==> src/hw/dsbmp_cfg.svh <==
// constants of the data-side bus master port
`ifndef DSBMP_CFG_SVH
`define DSBMP_CFG_SVH

// beats per transfer
`define DSBMP_BEATS_WORD   4'h1
`define DSBMP_BEATS_WIDE   4'h4
`define DSBMP_BEATS_NARROW 4'h8

// transfer-size code, bit 1 only is driven by the master
`define DSBMP_SIZE_WORD    4'h0
`define DSBMP_SIZE_LINE    4'h2

// outstanding requests
`define DSBMP_MAX_RD       2'h2

// reset values
`define DSBMP_ADDR_RST     32'h0000_0000
`define DSBMP_DATA_RST     64'h0000_0000_0000_0000
`define DSBMP_PRIO_RST     2'h0

`endif

==> src/hw/dsbmp_pkg.sv <==
// types of the data-side bus master port
package dsbmp_pkg;

   typedef enum logic [1:0]
   {
      as_idle = 2'b00,
      as_req  = 2'b01,
      as_gap  = 2'b10
   } dsbmp_astate_t;

   typedef enum logic [1:0]
   {
      ss_idle  = 2'b00,
      ss_read  = 2'b01,
      ss_write = 2'b10
   } dsbmp_sstate_t;

endpackage

==> src/hw/dsbmp_if.sv <==
// link between the data cache unit port and the bus slave
`timescale 1ns/1ns
interface dsbmp_if;
   logic        data_req_out;
   logic        data_read_not_write;
   logic [31:0] data_req_addr;
   logic        data_line_size_sel;
   logic [7:0]  data_byte_lanes;
   logic        attr_cacheable;
   logic        attr_write_through;
   logic        attr_guarded;
   logic        attr_user_defined;
   logic [1:0]  data_req_priority;
   logic        data_req_abort;
   logic [63:0] write_data_out;
   logic        data_addr_accept;
   logic        read_beat_valid;
   logic        write_beat_accept;
   logic        slave_width_ind;
   logic [63:0] read_data_in;
   logic [2:0]  read_beat_word_index;

   modport dev
   (
      output data_req_out,
      output data_read_not_write,
      output data_req_addr,
      output data_line_size_sel,
      output data_byte_lanes,
      output attr_cacheable,
      output attr_write_through,
      output attr_guarded,
      output attr_user_defined,
      output data_req_priority,
      output data_req_abort,
      output write_data_out,
      input  data_addr_accept,
      input  read_beat_valid,
      input  write_beat_accept,
      input  slave_width_ind,
      input  read_data_in,
      input  read_beat_word_index
   );

   modport slv
   (
      input  data_req_out,
      input  data_read_not_write,
      input  data_req_addr,
      input  data_line_size_sel,
      input  data_byte_lanes,
      input  attr_cacheable,
      input  attr_write_through,
      input  attr_guarded,
      input  attr_user_defined,
      input  data_req_priority,
      input  data_req_abort,
      input  write_data_out,
      output data_addr_accept,
      output read_beat_valid,
      output write_beat_accept,
      output slave_width_ind,
      output read_data_in,
      output read_beat_word_index
   );
endinterface

==> src/hw/dsbmp_master.sv <==
// data cache unit end of the data-side bus master port
`timescale 1ns/1ns
`include "dsbmp_cfg.svh"
module dsbmp_master
(
   input  wire logic         clk,
   input  wire logic         rst_n,
   input  wire logic         proc_reset,
   input  wire logic         acc_valid,
   output logic              acc_ready,
   input  wire logic         acc_cache_hit,
   input  wire logic         acc_read,
   input  wire logic         acc_line,
   input  wire logic [31:0]  acc_addr,
   input  wire logic [2:0]   acc_nbytes,
   input  wire logic         acc_cacheable,
   input  wire logic         acc_write_through,
   input  wire logic         acc_guarded,
   input  wire logic         acc_user_attr,
   input  wire logic [1:0]   acc_priority,
   input  wire logic [255:0] acc_wr_line,
   output logic              rd_beat_valid,
   output logic [63:0]       rd_beat_data,
   output logic [2:0]        rd_beat_widx,
   output logic              rd_beat_wide,
   output logic              rd_done,
   output logic              wr_done,
   dsbmp_if.dev              bus
);
   dsbmp_pkg::dsbmp_astate_t state_ff;
   logic          read_ff;
   logic          line_ff;
   logic [31:0]   addr_ff;
   logic [7:0]    lanes_ff;
   logic [3:0]    attr_ff;
   logic [1:0]    prio_ff;
   logic [1:0]    rdq_line_ff;
   logic [1:0]    rdq_wide_ff;
   logic          rdq_wp_ff;
   logic          rdq_rp_ff;
   logic [1:0]    rd_cnt_ff;
   logic [3:0]    rd_beat_ff;
   logic          wr_busy_ff;
   logic          wr_wide_ff;
   logic [3:0]    wr_left_ff;
   logic [2:0]    wr_word_ff;
   logic [255:0]  wbuf_ff;
   logic [63:0]   wdata_ff;
   logic          rvalid_ff;
   logic [63:0]   rdata_ff;
   logic [2:0]    ridx_ff;
   logic          rwide_ff;
   logic          rdone_ff;
   logic          wdone_ff;
   logic          wanted;
   logic          room;
   logic          open;
   logic          load;
   logic          accept;
   logic          rbeat;
   logic          rlast;
   logic [3:0]    head_total;
   logic          wbeat;
   logic          wlast;
   logic [3:0]    wtotal;
   logic [2:0]    nxt_word;

   function automatic logic [7:0] word_lanes(input logic [2:0] a, input logic [2:0] n);
      logic [3:0] m;
      logic [7:0] s;
      case (n)
         3'h1:    m = 4'h1;
         3'h2:    m = 4'h3;
         3'h3:    m = 4'h7;
         default: m = 4'hf;
      endcase
      // bytes running past the word end are dropped, never spilled
      s = {4'h0, m} << a[1:0];
      return a[2] ? {s[3:0], 4'h0} : {4'h0, s[3:0]};
   endfunction

   // ************************************************************
   // request side
   // ************************************************************
   assign wanted    = acc_valid & (~acc_cache_hit | ~acc_cacheable);
   assign room      = acc_read ? (rd_cnt_ff != `DSBMP_MAX_RD) : ~wr_busy_ff;
   assign open      = (state_ff != dsbmp_pkg::as_req) & ~proc_reset;
   assign acc_ready = open & (~wanted | room);
   assign load      = open & wanted & room;
   assign accept    = (state_ff == dsbmp_pkg::as_req) & bus.data_addr_accept & ~proc_reset;

   always_ff @(posedge clk or negedge rst_n)
   begin
      if (!rst_n)
         state_ff <= dsbmp_pkg::as_idle;
      else if (proc_reset)
         state_ff <= dsbmp_pkg::as_idle;
      else
         case (state_ff)
            dsbmp_pkg::as_idle,
            dsbmp_pkg::as_gap:
               state_ff <= load ? dsbmp_pkg::as_req : dsbmp_pkg::as_idle;
            dsbmp_pkg::as_req:
               if (accept)
                  state_ff <= dsbmp_pkg::as_gap;
            default:
               state_ff <= dsbmp_pkg::as_idle;
         endcase
   end

   // qualifiers are captured once and hold until the next load
   always_ff @(posedge clk or negedge rst_n)
   begin
      if (!rst_n)
      begin
         read_ff  <= 1'b0;
         line_ff  <= 1'b0;
         addr_ff  <= `DSBMP_ADDR_RST;
         lanes_ff <= 8'h00;
         attr_ff  <= 4'h0;
         prio_ff  <= `DSBMP_PRIO_RST;
      end
      else if (load)
      begin
         read_ff  <= acc_read;
         line_ff  <= acc_line;
         addr_ff  <= acc_addr;
         lanes_ff <= acc_line ? 8'h00 : word_lanes(acc_addr[2:0], acc_nbytes);
         attr_ff  <= {acc_cacheable, acc_write_through, acc_guarded, acc_user_attr};
         prio_ff  <= acc_priority;
      end
   end

   assign bus.data_req_out        = (state_ff == dsbmp_pkg::as_req);
   assign bus.data_req_abort      = (state_ff == dsbmp_pkg::as_req) & proc_reset;
   assign bus.data_read_not_write = read_ff;
   assign bus.data_req_addr       = addr_ff;
   assign bus.data_line_size_sel  = line_ff;
   assign bus.data_byte_lanes     = lanes_ff;
   assign bus.attr_cacheable      = attr_ff[3];
   assign bus.attr_write_through  = attr_ff[2];
   assign bus.attr_guarded        = attr_ff[1];
   assign bus.attr_user_defined   = attr_ff[0];
   assign bus.data_req_priority   = prio_ff;
   assign bus.write_data_out      = wdata_ff;

   // ************************************************************
   // read return, two deep
   // ************************************************************
   assign head_total = !rdq_line_ff[rdq_rp_ff] ? `DSBMP_BEATS_WORD :
                       rdq_wide_ff[rdq_rp_ff] ? `DSBMP_BEATS_WIDE : `DSBMP_BEATS_NARROW;
   assign rbeat      = bus.read_beat_valid & (rd_cnt_ff != 2'h0) & ~proc_reset;
   assign rlast      = rbeat & (rd_beat_ff == head_total - 4'h1);

   always_ff @(posedge clk or negedge rst_n)
   begin
      if (!rst_n)
      begin
         rdq_line_ff <= 2'h0;
         rdq_wide_ff <= 2'h0;
         rdq_wp_ff   <= 1'b0;
         rdq_rp_ff   <= 1'b0;
         rd_cnt_ff   <= 2'h0;
         rd_beat_ff  <= 4'h0;
      end
      else if (proc_reset)
      begin
         rdq_wp_ff  <= 1'b0;
         rdq_rp_ff  <= 1'b0;
         rd_cnt_ff  <= 2'h0;
         rd_beat_ff <= 4'h0;
      end
      else
      begin
         if (accept && read_ff)
         begin
            rdq_line_ff[rdq_wp_ff] <= line_ff;
            rdq_wide_ff[rdq_wp_ff] <= bus.slave_width_ind;
            rdq_wp_ff              <= ~rdq_wp_ff;
         end
         if (rlast)
            rdq_rp_ff <= ~rdq_rp_ff;
         rd_cnt_ff  <= rd_cnt_ff + {1'b0, accept & read_ff} - {1'b0, rlast};
         rd_beat_ff <= rlast ? 4'h0 : rd_beat_ff + {3'h0, rbeat};
      end
   end

   // beats go to the fill side with their word index, in any order
   always_ff @(posedge clk or negedge rst_n)
   begin
      if (!rst_n)
      begin
         rvalid_ff <= 1'b0;
         rdata_ff  <= `DSBMP_DATA_RST;
         ridx_ff   <= 3'h0;
         rwide_ff  <= 1'b0;
         rdone_ff  <= 1'b0;
      end
      else
      begin
         rvalid_ff <= rbeat;
         rdone_ff  <= rlast;
         if (rbeat)
         begin
            rdata_ff <= bus.read_data_in;
            ridx_ff  <= bus.read_beat_word_index;
            rwide_ff <= rdq_wide_ff[rdq_rp_ff];
         end
      end
   end

   assign rd_beat_valid = rvalid_ff;
   assign rd_beat_data  = rdata_ff;
   assign rd_beat_widx  = ridx_ff;
   assign rd_beat_wide  = rwide_ff;
   assign rd_done       = rdone_ff;

   // ************************************************************
   // write data, one write at a time
   // ************************************************************
   assign wtotal   = !line_ff ? `DSBMP_BEATS_WORD :
                     bus.slave_width_ind ? `DSBMP_BEATS_WIDE : `DSBMP_BEATS_NARROW;
   assign wbeat    = bus.write_beat_accept & (wr_busy_ff | (accept & ~read_ff)) & ~proc_reset;
   assign wlast    = wbeat & (wr_busy_ff ? (wr_left_ff == 4'h1) : (wtotal == 4'h1));
   // a narrow slave takes each word from its own lane of the doubleword
   assign nxt_word = wr_word_ff + (((accept ? bus.slave_width_ind : wr_wide_ff)) ? 3'h2 : 3'h1);

   always_ff @(posedge clk or negedge rst_n)
   begin
      if (!rst_n)
      begin
         wr_busy_ff <= 1'b0;
         wr_wide_ff <= 1'b0;
         wr_left_ff <= 4'h0;
         wr_word_ff <= 3'h0;
         wbuf_ff    <= '0;
         wdata_ff   <= `DSBMP_DATA_RST;
         wdone_ff   <= 1'b0;
      end
      else if (proc_reset)
      begin
         wr_busy_ff <= 1'b0;
         wr_left_ff <= 4'h0;
         wdone_ff   <= 1'b0;
      end
      else
      begin
         wdone_ff <= wlast;
         if (load && !acc_read)
         begin
            wbuf_ff    <= acc_wr_line;
            wr_word_ff <= acc_line ? 3'h0 : acc_addr[4:2];
            wdata_ff   <= acc_wr_line[64*(acc_line ? 2'h0 : acc_addr[4:3]) +: 64];
         end
         if (accept && !read_ff)
         begin
            wr_wide_ff <= bus.slave_width_ind;
            wr_left_ff <= wtotal - {3'h0, wbeat};
            wr_busy_ff <= ~wlast;
         end
         else if (wbeat)
         begin
            wr_left_ff <= wr_left_ff - 4'h1;
            wr_busy_ff <= ~wlast;
         end
         if (wbeat)
         begin
            wr_word_ff <= nxt_word;
            wdata_ff   <= wbuf_ff[64*nxt_word[2:1] +: 64];
         end
      end
   end

   assign wr_done = wdone_ff;
endmodule

==> src/flat_wrapper.sv <==
// flat-port wrapper written by rule: the top's interface ports become plain ports
module dsbmp_master_flat 
  (clk, rst_n, proc_reset, acc_valid, acc_ready, acc_cache_hit, acc_read, acc_line, acc_addr, acc_nbytes, acc_cacheable, acc_write_through, acc_guarded, acc_user_attr, acc_priority, acc_wr_line, rd_beat_valid, rd_beat_data, rd_beat_widx, rd_beat_wide, rd_done, wr_done, bus_data_req_out, bus_data_read_not_write, bus_data_req_addr, bus_data_line_size_sel, bus_data_byte_lanes, bus_attr_cacheable, bus_attr_write_through, bus_attr_guarded, bus_attr_user_defined, bus_data_req_priority, bus_data_req_abort, bus_write_data_out, bus_data_addr_accept, bus_read_beat_valid, bus_write_beat_accept, bus_slave_width_ind, bus_read_data_in, bus_read_beat_word_index);
  dsbmp_if bus_i ();
  input  wire logic clk;
  input  wire logic rst_n;
  input  wire logic proc_reset;
  input  wire logic acc_valid;
  output logic acc_ready;
  input  wire logic acc_cache_hit;
  input  wire logic acc_read;
  input  wire logic acc_line;
  input  wire logic [31:0] acc_addr;
  input  wire logic [2:0] acc_nbytes;
  input  wire logic acc_cacheable;
  input  wire logic acc_write_through;
  input  wire logic acc_guarded;
  input  wire logic acc_user_attr;
  input  wire logic [1:0] acc_priority;
  input  wire logic [255:0] acc_wr_line;
  output logic rd_beat_valid;
  output logic [63:0] rd_beat_data;
  output logic [2:0] rd_beat_widx;
  output logic rd_beat_wide;
  output logic rd_done;
  output logic wr_done;
  output wire logic [$bits(bus_i.data_req_out)-1:0] bus_data_req_out;
  output wire logic [$bits(bus_i.data_read_not_write)-1:0] bus_data_read_not_write;
  output wire logic [$bits(bus_i.data_req_addr)-1:0] bus_data_req_addr;
  output wire logic [$bits(bus_i.data_line_size_sel)-1:0] bus_data_line_size_sel;
  output wire logic [$bits(bus_i.data_byte_lanes)-1:0] bus_data_byte_lanes;
  output wire logic [$bits(bus_i.attr_cacheable)-1:0] bus_attr_cacheable;
  output wire logic [$bits(bus_i.attr_write_through)-1:0] bus_attr_write_through;
  output wire logic [$bits(bus_i.attr_guarded)-1:0] bus_attr_guarded;
  output wire logic [$bits(bus_i.attr_user_defined)-1:0] bus_attr_user_defined;
  output wire logic [$bits(bus_i.data_req_priority)-1:0] bus_data_req_priority;
  output wire logic [$bits(bus_i.data_req_abort)-1:0] bus_data_req_abort;
  output wire logic [$bits(bus_i.write_data_out)-1:0] bus_write_data_out;
  input wire logic [$bits(bus_i.data_addr_accept)-1:0] bus_data_addr_accept;
  input wire logic [$bits(bus_i.read_beat_valid)-1:0] bus_read_beat_valid;
  input wire logic [$bits(bus_i.write_beat_accept)-1:0] bus_write_beat_accept;
  input wire logic [$bits(bus_i.slave_width_ind)-1:0] bus_slave_width_ind;
  input wire logic [$bits(bus_i.read_data_in)-1:0] bus_read_data_in;
  input wire logic [$bits(bus_i.read_beat_word_index)-1:0] bus_read_beat_word_index;
  assign bus_data_req_out = bus_i.data_req_out;
  assign bus_data_read_not_write = bus_i.data_read_not_write;
  assign bus_data_req_addr = bus_i.data_req_addr;
  assign bus_data_line_size_sel = bus_i.data_line_size_sel;
  assign bus_data_byte_lanes = bus_i.data_byte_lanes;
  assign bus_attr_cacheable = bus_i.attr_cacheable;
  assign bus_attr_write_through = bus_i.attr_write_through;
  assign bus_attr_guarded = bus_i.attr_guarded;
  assign bus_attr_user_defined = bus_i.attr_user_defined;
  assign bus_data_req_priority = bus_i.data_req_priority;
  assign bus_data_req_abort = bus_i.data_req_abort;
  assign bus_write_data_out = bus_i.write_data_out;
  assign bus_i.data_addr_accept = bus_data_addr_accept;
  assign bus_i.read_beat_valid = bus_read_beat_valid;
  assign bus_i.write_beat_accept = bus_write_beat_accept;
  assign bus_i.slave_width_ind = bus_slave_width_ind;
  assign bus_i.read_data_in = bus_read_data_in;
  assign bus_i.read_beat_word_index = bus_read_beat_word_index;
  dsbmp_master u_core (.clk(clk), .rst_n(rst_n), .proc_reset(proc_reset), .acc_valid(acc_valid), .acc_ready(acc_ready), .acc_cache_hit(acc_cache_hit), .acc_read(acc_read), .acc_line(acc_line), .acc_addr(acc_addr), .acc_nbytes(acc_nbytes), .acc_cacheable(acc_cacheable), .acc_write_through(acc_write_through), .acc_guarded(acc_guarded), .acc_user_attr(acc_user_attr), .acc_priority(acc_priority), .acc_wr_line(acc_wr_line), .rd_beat_valid(rd_beat_valid), .rd_beat_data(rd_beat_data), .rd_beat_widx(rd_beat_widx), .rd_beat_wide(rd_beat_wide), .rd_done(rd_done), .wr_done(wr_done), .bus(bus_i));
endmodule
==> config.mk <==
export PLATFORM = sky130hd
export DESIGN_NAME = dsbmp_master_flat
export DESIGN_NICKNAME = d
export VERILOG_FILES = /design/src/hw/dsbmp_pkg.sv /design/src/hw/dsbmp_if.sv /design/src/hw/dsbmp_master.sv /design/src/flat_wrapper.sv
export VERILOG_INCLUDE_DIRS = /design/src /design/src/hw
export SDC_FILE = /design/constraint.sdc
export NUM_CORES = 1
export LEC_CHECK = 0
export BUFFER_PORTS_ARGS = -buffer_cell sky130_fd_sc_hd__buf_2
export CORE_AREA = 2 2 221 223
export CTS_CLUSTER_DIAMETER = 50
export CTS_CLUSTER_SIZE = 10
export DETAILED_ROUTE_END_ITERATION = 10
export DIE_AREA = 0 0 223 225
export PLACE_DENSITY = 0.83
export SLEW_MARGIN = 20
export SYNTH_ARGS = -nofsm -noshare
export SYNTH_HDL_FRONTEND = slang
export SYNTH_SLANG_ARGS = --single-unit
export TNS_END_PERCENT = 5
==> constraint.sdc <==
create_clock -name clk -period 7.35 [get_ports clk]
set_input_delay 0.3675 -clock clk [delete_from_list [all_inputs] [get_ports clk]]
set_output_delay 0.3675 -clock clk [all_outputs]
set_load 0.05 [all_outputs]
==> run metrics <==
Pleak=14.0 nW; Routed Wire Length=71400 um; crit-path max FO=28; Distinct cells, synth=56; CTS sink count=462; antenna-violating nets left=0; Clock transition at path regs=50 ps; first-pass GRT wire length=around 110000 um; Die Wd=223 um; number of flops mapped to enable cells by yosys=0; max-cap check violation count=0; dpl cells=2678; top-count cell post-synth=dfrtp_1; initial core utilization=47.5%; Syn-to-layout area delta=29.5%; VDD IR-drop max=0.000203 V; slew margin rel.=17.2%; final hold violations=0; Post-synth top cells=dfrtp_1 (462), mux2_4 (228), mux2_2 (146); setup violators final=0; Most used DFF post-synth=dfrtp_1; P per Cell Area=333 nW/um^2; Ys Warns=0; status=completed; Mapped Nets=1995; cts repair resizes=0; hold path depth=2; worst r2r dst=u_core.bus.write_data_out[43]; flops & latches, synth=462; worst-margin pin slew=1240 ps; H-Tree Depth=2; top cell type by total area after synthesis=dfrtp_1; synthesized area per cell=14.0 um^2; post-route insts no fill=2957; GPL Wtd Cong=0.911; Mapped Area=22600 um^2; final core occ=61.5%; final critical-path share of the clock period=60.3%; Core Footprint=between 40000 and 50000 um^2; Final Max Tran Viols=0; critical path class=reg -> reg; Multi-input gate area=around 10000 um^2; DRT iter0 DRCs=1249; RSZ-0062 raised after global routing=false; root buf cell=clkbuf_16; vias post-DR=17400; Tot Pwr=9.75 mW; CTS tree=yes; fmax=around 230 MHz; Post-synth ARST share=100%; Final #Nets=2692; Worst Setup EP=u_core.bus.write_data_out[43]; worst path bufs/invs=2; PortBufs=560; vias in the first global route=between 15000 and 20000; Worst R2R Path Depth=9; Residual DRC=0; Detail Placement HPWL=a little over 40000 um; die area=50200 um^2; die height=between 200 and 250 um; I/O Pins=561; proportion of layout cells with a drive suffix above 1=50.1%; Crit. path cell count=9; Data required, critical path=7830 ps; TNS Setup=0 ps; register area=11600 um^2; Worst-Skew Late Latency=590 ps; Avg Vias per Cell=5.87; clk buf depth=3; Critical Path End Type=flop; Yosys top cell area share=51.2%; clock skew=about 25 ps; total grt overflow=0; number of CTS-inserted buffers=57; CP Data Arrival Time=between 4000 and 5000 ps; total track usage=between 20 and 30%; critical-path cell list=nor4bb_1 > mux2_2 > inv_1 > ha_1 > fa_4 > buf_4 > mux4_2 > nand2b_1 > o221a_2; Cells after Synth=1610; register area share after synthesis=51.2%; Worst path max stage delay=1030 ps; TritonRoute pass-1 iters=5; Startpoint Class=flop; RR Startpoint=u_core.state_ff[1]; Slowest-stage cell, CP=fa_4; wire per inst=24.2 um; initial antenna violation count=13; top cells by area, synth=dfrtp_1 (51%), mux2_4 (15%), mux2_2 (7.3%); largest net degree at the start of global routing=approximately 170; post-layout min period=4430 ps; Worst Setup SP=u_core.state_ff[1]; Top delay family on crit path=adder cells; row count=80; fillers=3319; type of the most critical hold path=in -> reg; R2R Setup Slk=2920 ps
==> cell usage in the layout, fill, tap and decap left out, types with 3 or more instances in the layout <==
master,n
a221o_1,3
nor2b_1,70
a31oi_1,67
mux2_2,146
buf_2,558
a21oi_1,4
inv_1,14
xor2_1,3
clkbuf_8,5
buf_4,12
dlygate4sd3_1,185
diode_2,16
mux2_4,228
nand2b_1,67
nand3_1,3
o221a_2,65
ha_1,9
nor2_1,22
nor3_1,6
mux4_2,64
clkbuf_1,5
buf_12,4
o21ai_0,4
a211oi_1,64
nand2_1,138
dfrtp_1,462
clkbuf_16,59
mux2i_1,4
inv_6,3
xnor2_1,5
==> cell type report <==
| class | instances | share of cell area [%] |
|---|---|---|
| diodes | 16 | 0.137 |
| clock buffers | 69 | 5.35 |
| clock inverters | 9 | 0.398 |
| inverters | 16 | 0.205 |
| multi-input cells | 1010 | 35.2 |
| flip-flops and latches | 462 | 39.5 |
| well taps | 615 | 2.63 |
| repair buffers | 760 | 16.5 |
==> worst reg2reg max path, stage by stage, from the launching register on <==
cell,delay (ps)
dfrtp_1,410
nor4bb_1,710
mux2_2,340
inv_1,50
ha_1,190
fa_4,1030
buf_4,570
mux4_2,660
nand2b_1,180
o221a_2,170
==> per-layer routing <==
metal,wire length (um),up-vias,global-route usage [%]
met1,27000,8817,32.6
met2,35800,921,47.4
met3,4680,289,5.50
met5,13,-,0
li1,-,7334,-
met4,3960,2,17.0
==> state kept, by name (all words and copies together) (netlist names), 3 cells and up <==
register	cells
u_core.attr_ff	4
u_core.bus.data_byte_lanes	8
u_core.bus.data_req_addr	32
u_core.bus.write_data_out	64
u_core.rd_beat_data	64
u_core.rd_beat_ff	4
u_core.rd_beat_widx	3
u_core.wbuf_ff	256
u_core.wr_left_ff	4
u_core.wr_word_ff	3
==> stage by stage <==
step                setup slack (ps)  instance area [um^2]  hold slack (ps)
finish                          2920                 29200             31.0
global route                    2580                 29200             7.85
CTS                             2860                 29200           0.0586
detailed placement              2720                 25700              466
global placement                2800                 25700              453
floorplan                       3990                 22600             71.9
==> cells by family (layout without fill, tap and decap cells) <==
group | count (synthesis) | after routing | share of synthesized area, %
flops | 462 | 462 | 51.2
mux | 442 | 442 | 29.0
simple gates | 325 | 325 | 7.27
compound gates | 224 | 224 | 8.16
buf+inv | 138 | 854 | 3.41
fa+ha+maj | 10 | 10 | 0.587
xor+xnor | 9 | 9 | 0.382
other cells | 0 | 16 | 0
==> power breakdown <==
part / leakage [nW] / switching, mW / total, mW / internal [mW]
Sequential: 5.58 / 0.422 / 3.60 / 3.18
Clock: 0.823 / 1.08 / 2.62 / 1.55
Combinational: 7.58 / 1.95 / 3.52 / 1.57
Total: 14.0 / 3.45 / 9.75 / 6.30
==> how the worst min path moves through the flow <==
stage,start,end,slack [ps]
2_1_floorplan,rst_n,u_core.attr_ff[0],70
3_3_place_gp,u_core.wr_wide_ff,u_core.wr_wide_ff,450
3_5_place_dp,u_core.wr_wide_ff,u_core.wr_wide_ff,470
4_1_cts,acc_wr_line[150],u_core.wbuf_ff[150],0.06
5_1_grt,acc_wr_line[210],u_core.wbuf_ff[210],8
6_report,acc_wr_line[42],u_core.wbuf_ff[42],30
==> what timing repair did <==
item,CTS,global route
endpoints found under the hold margin,303,1
setup buffers,0,0
hold buffers,184,1
Note: power is estimated with default switching activity, not from simulation.
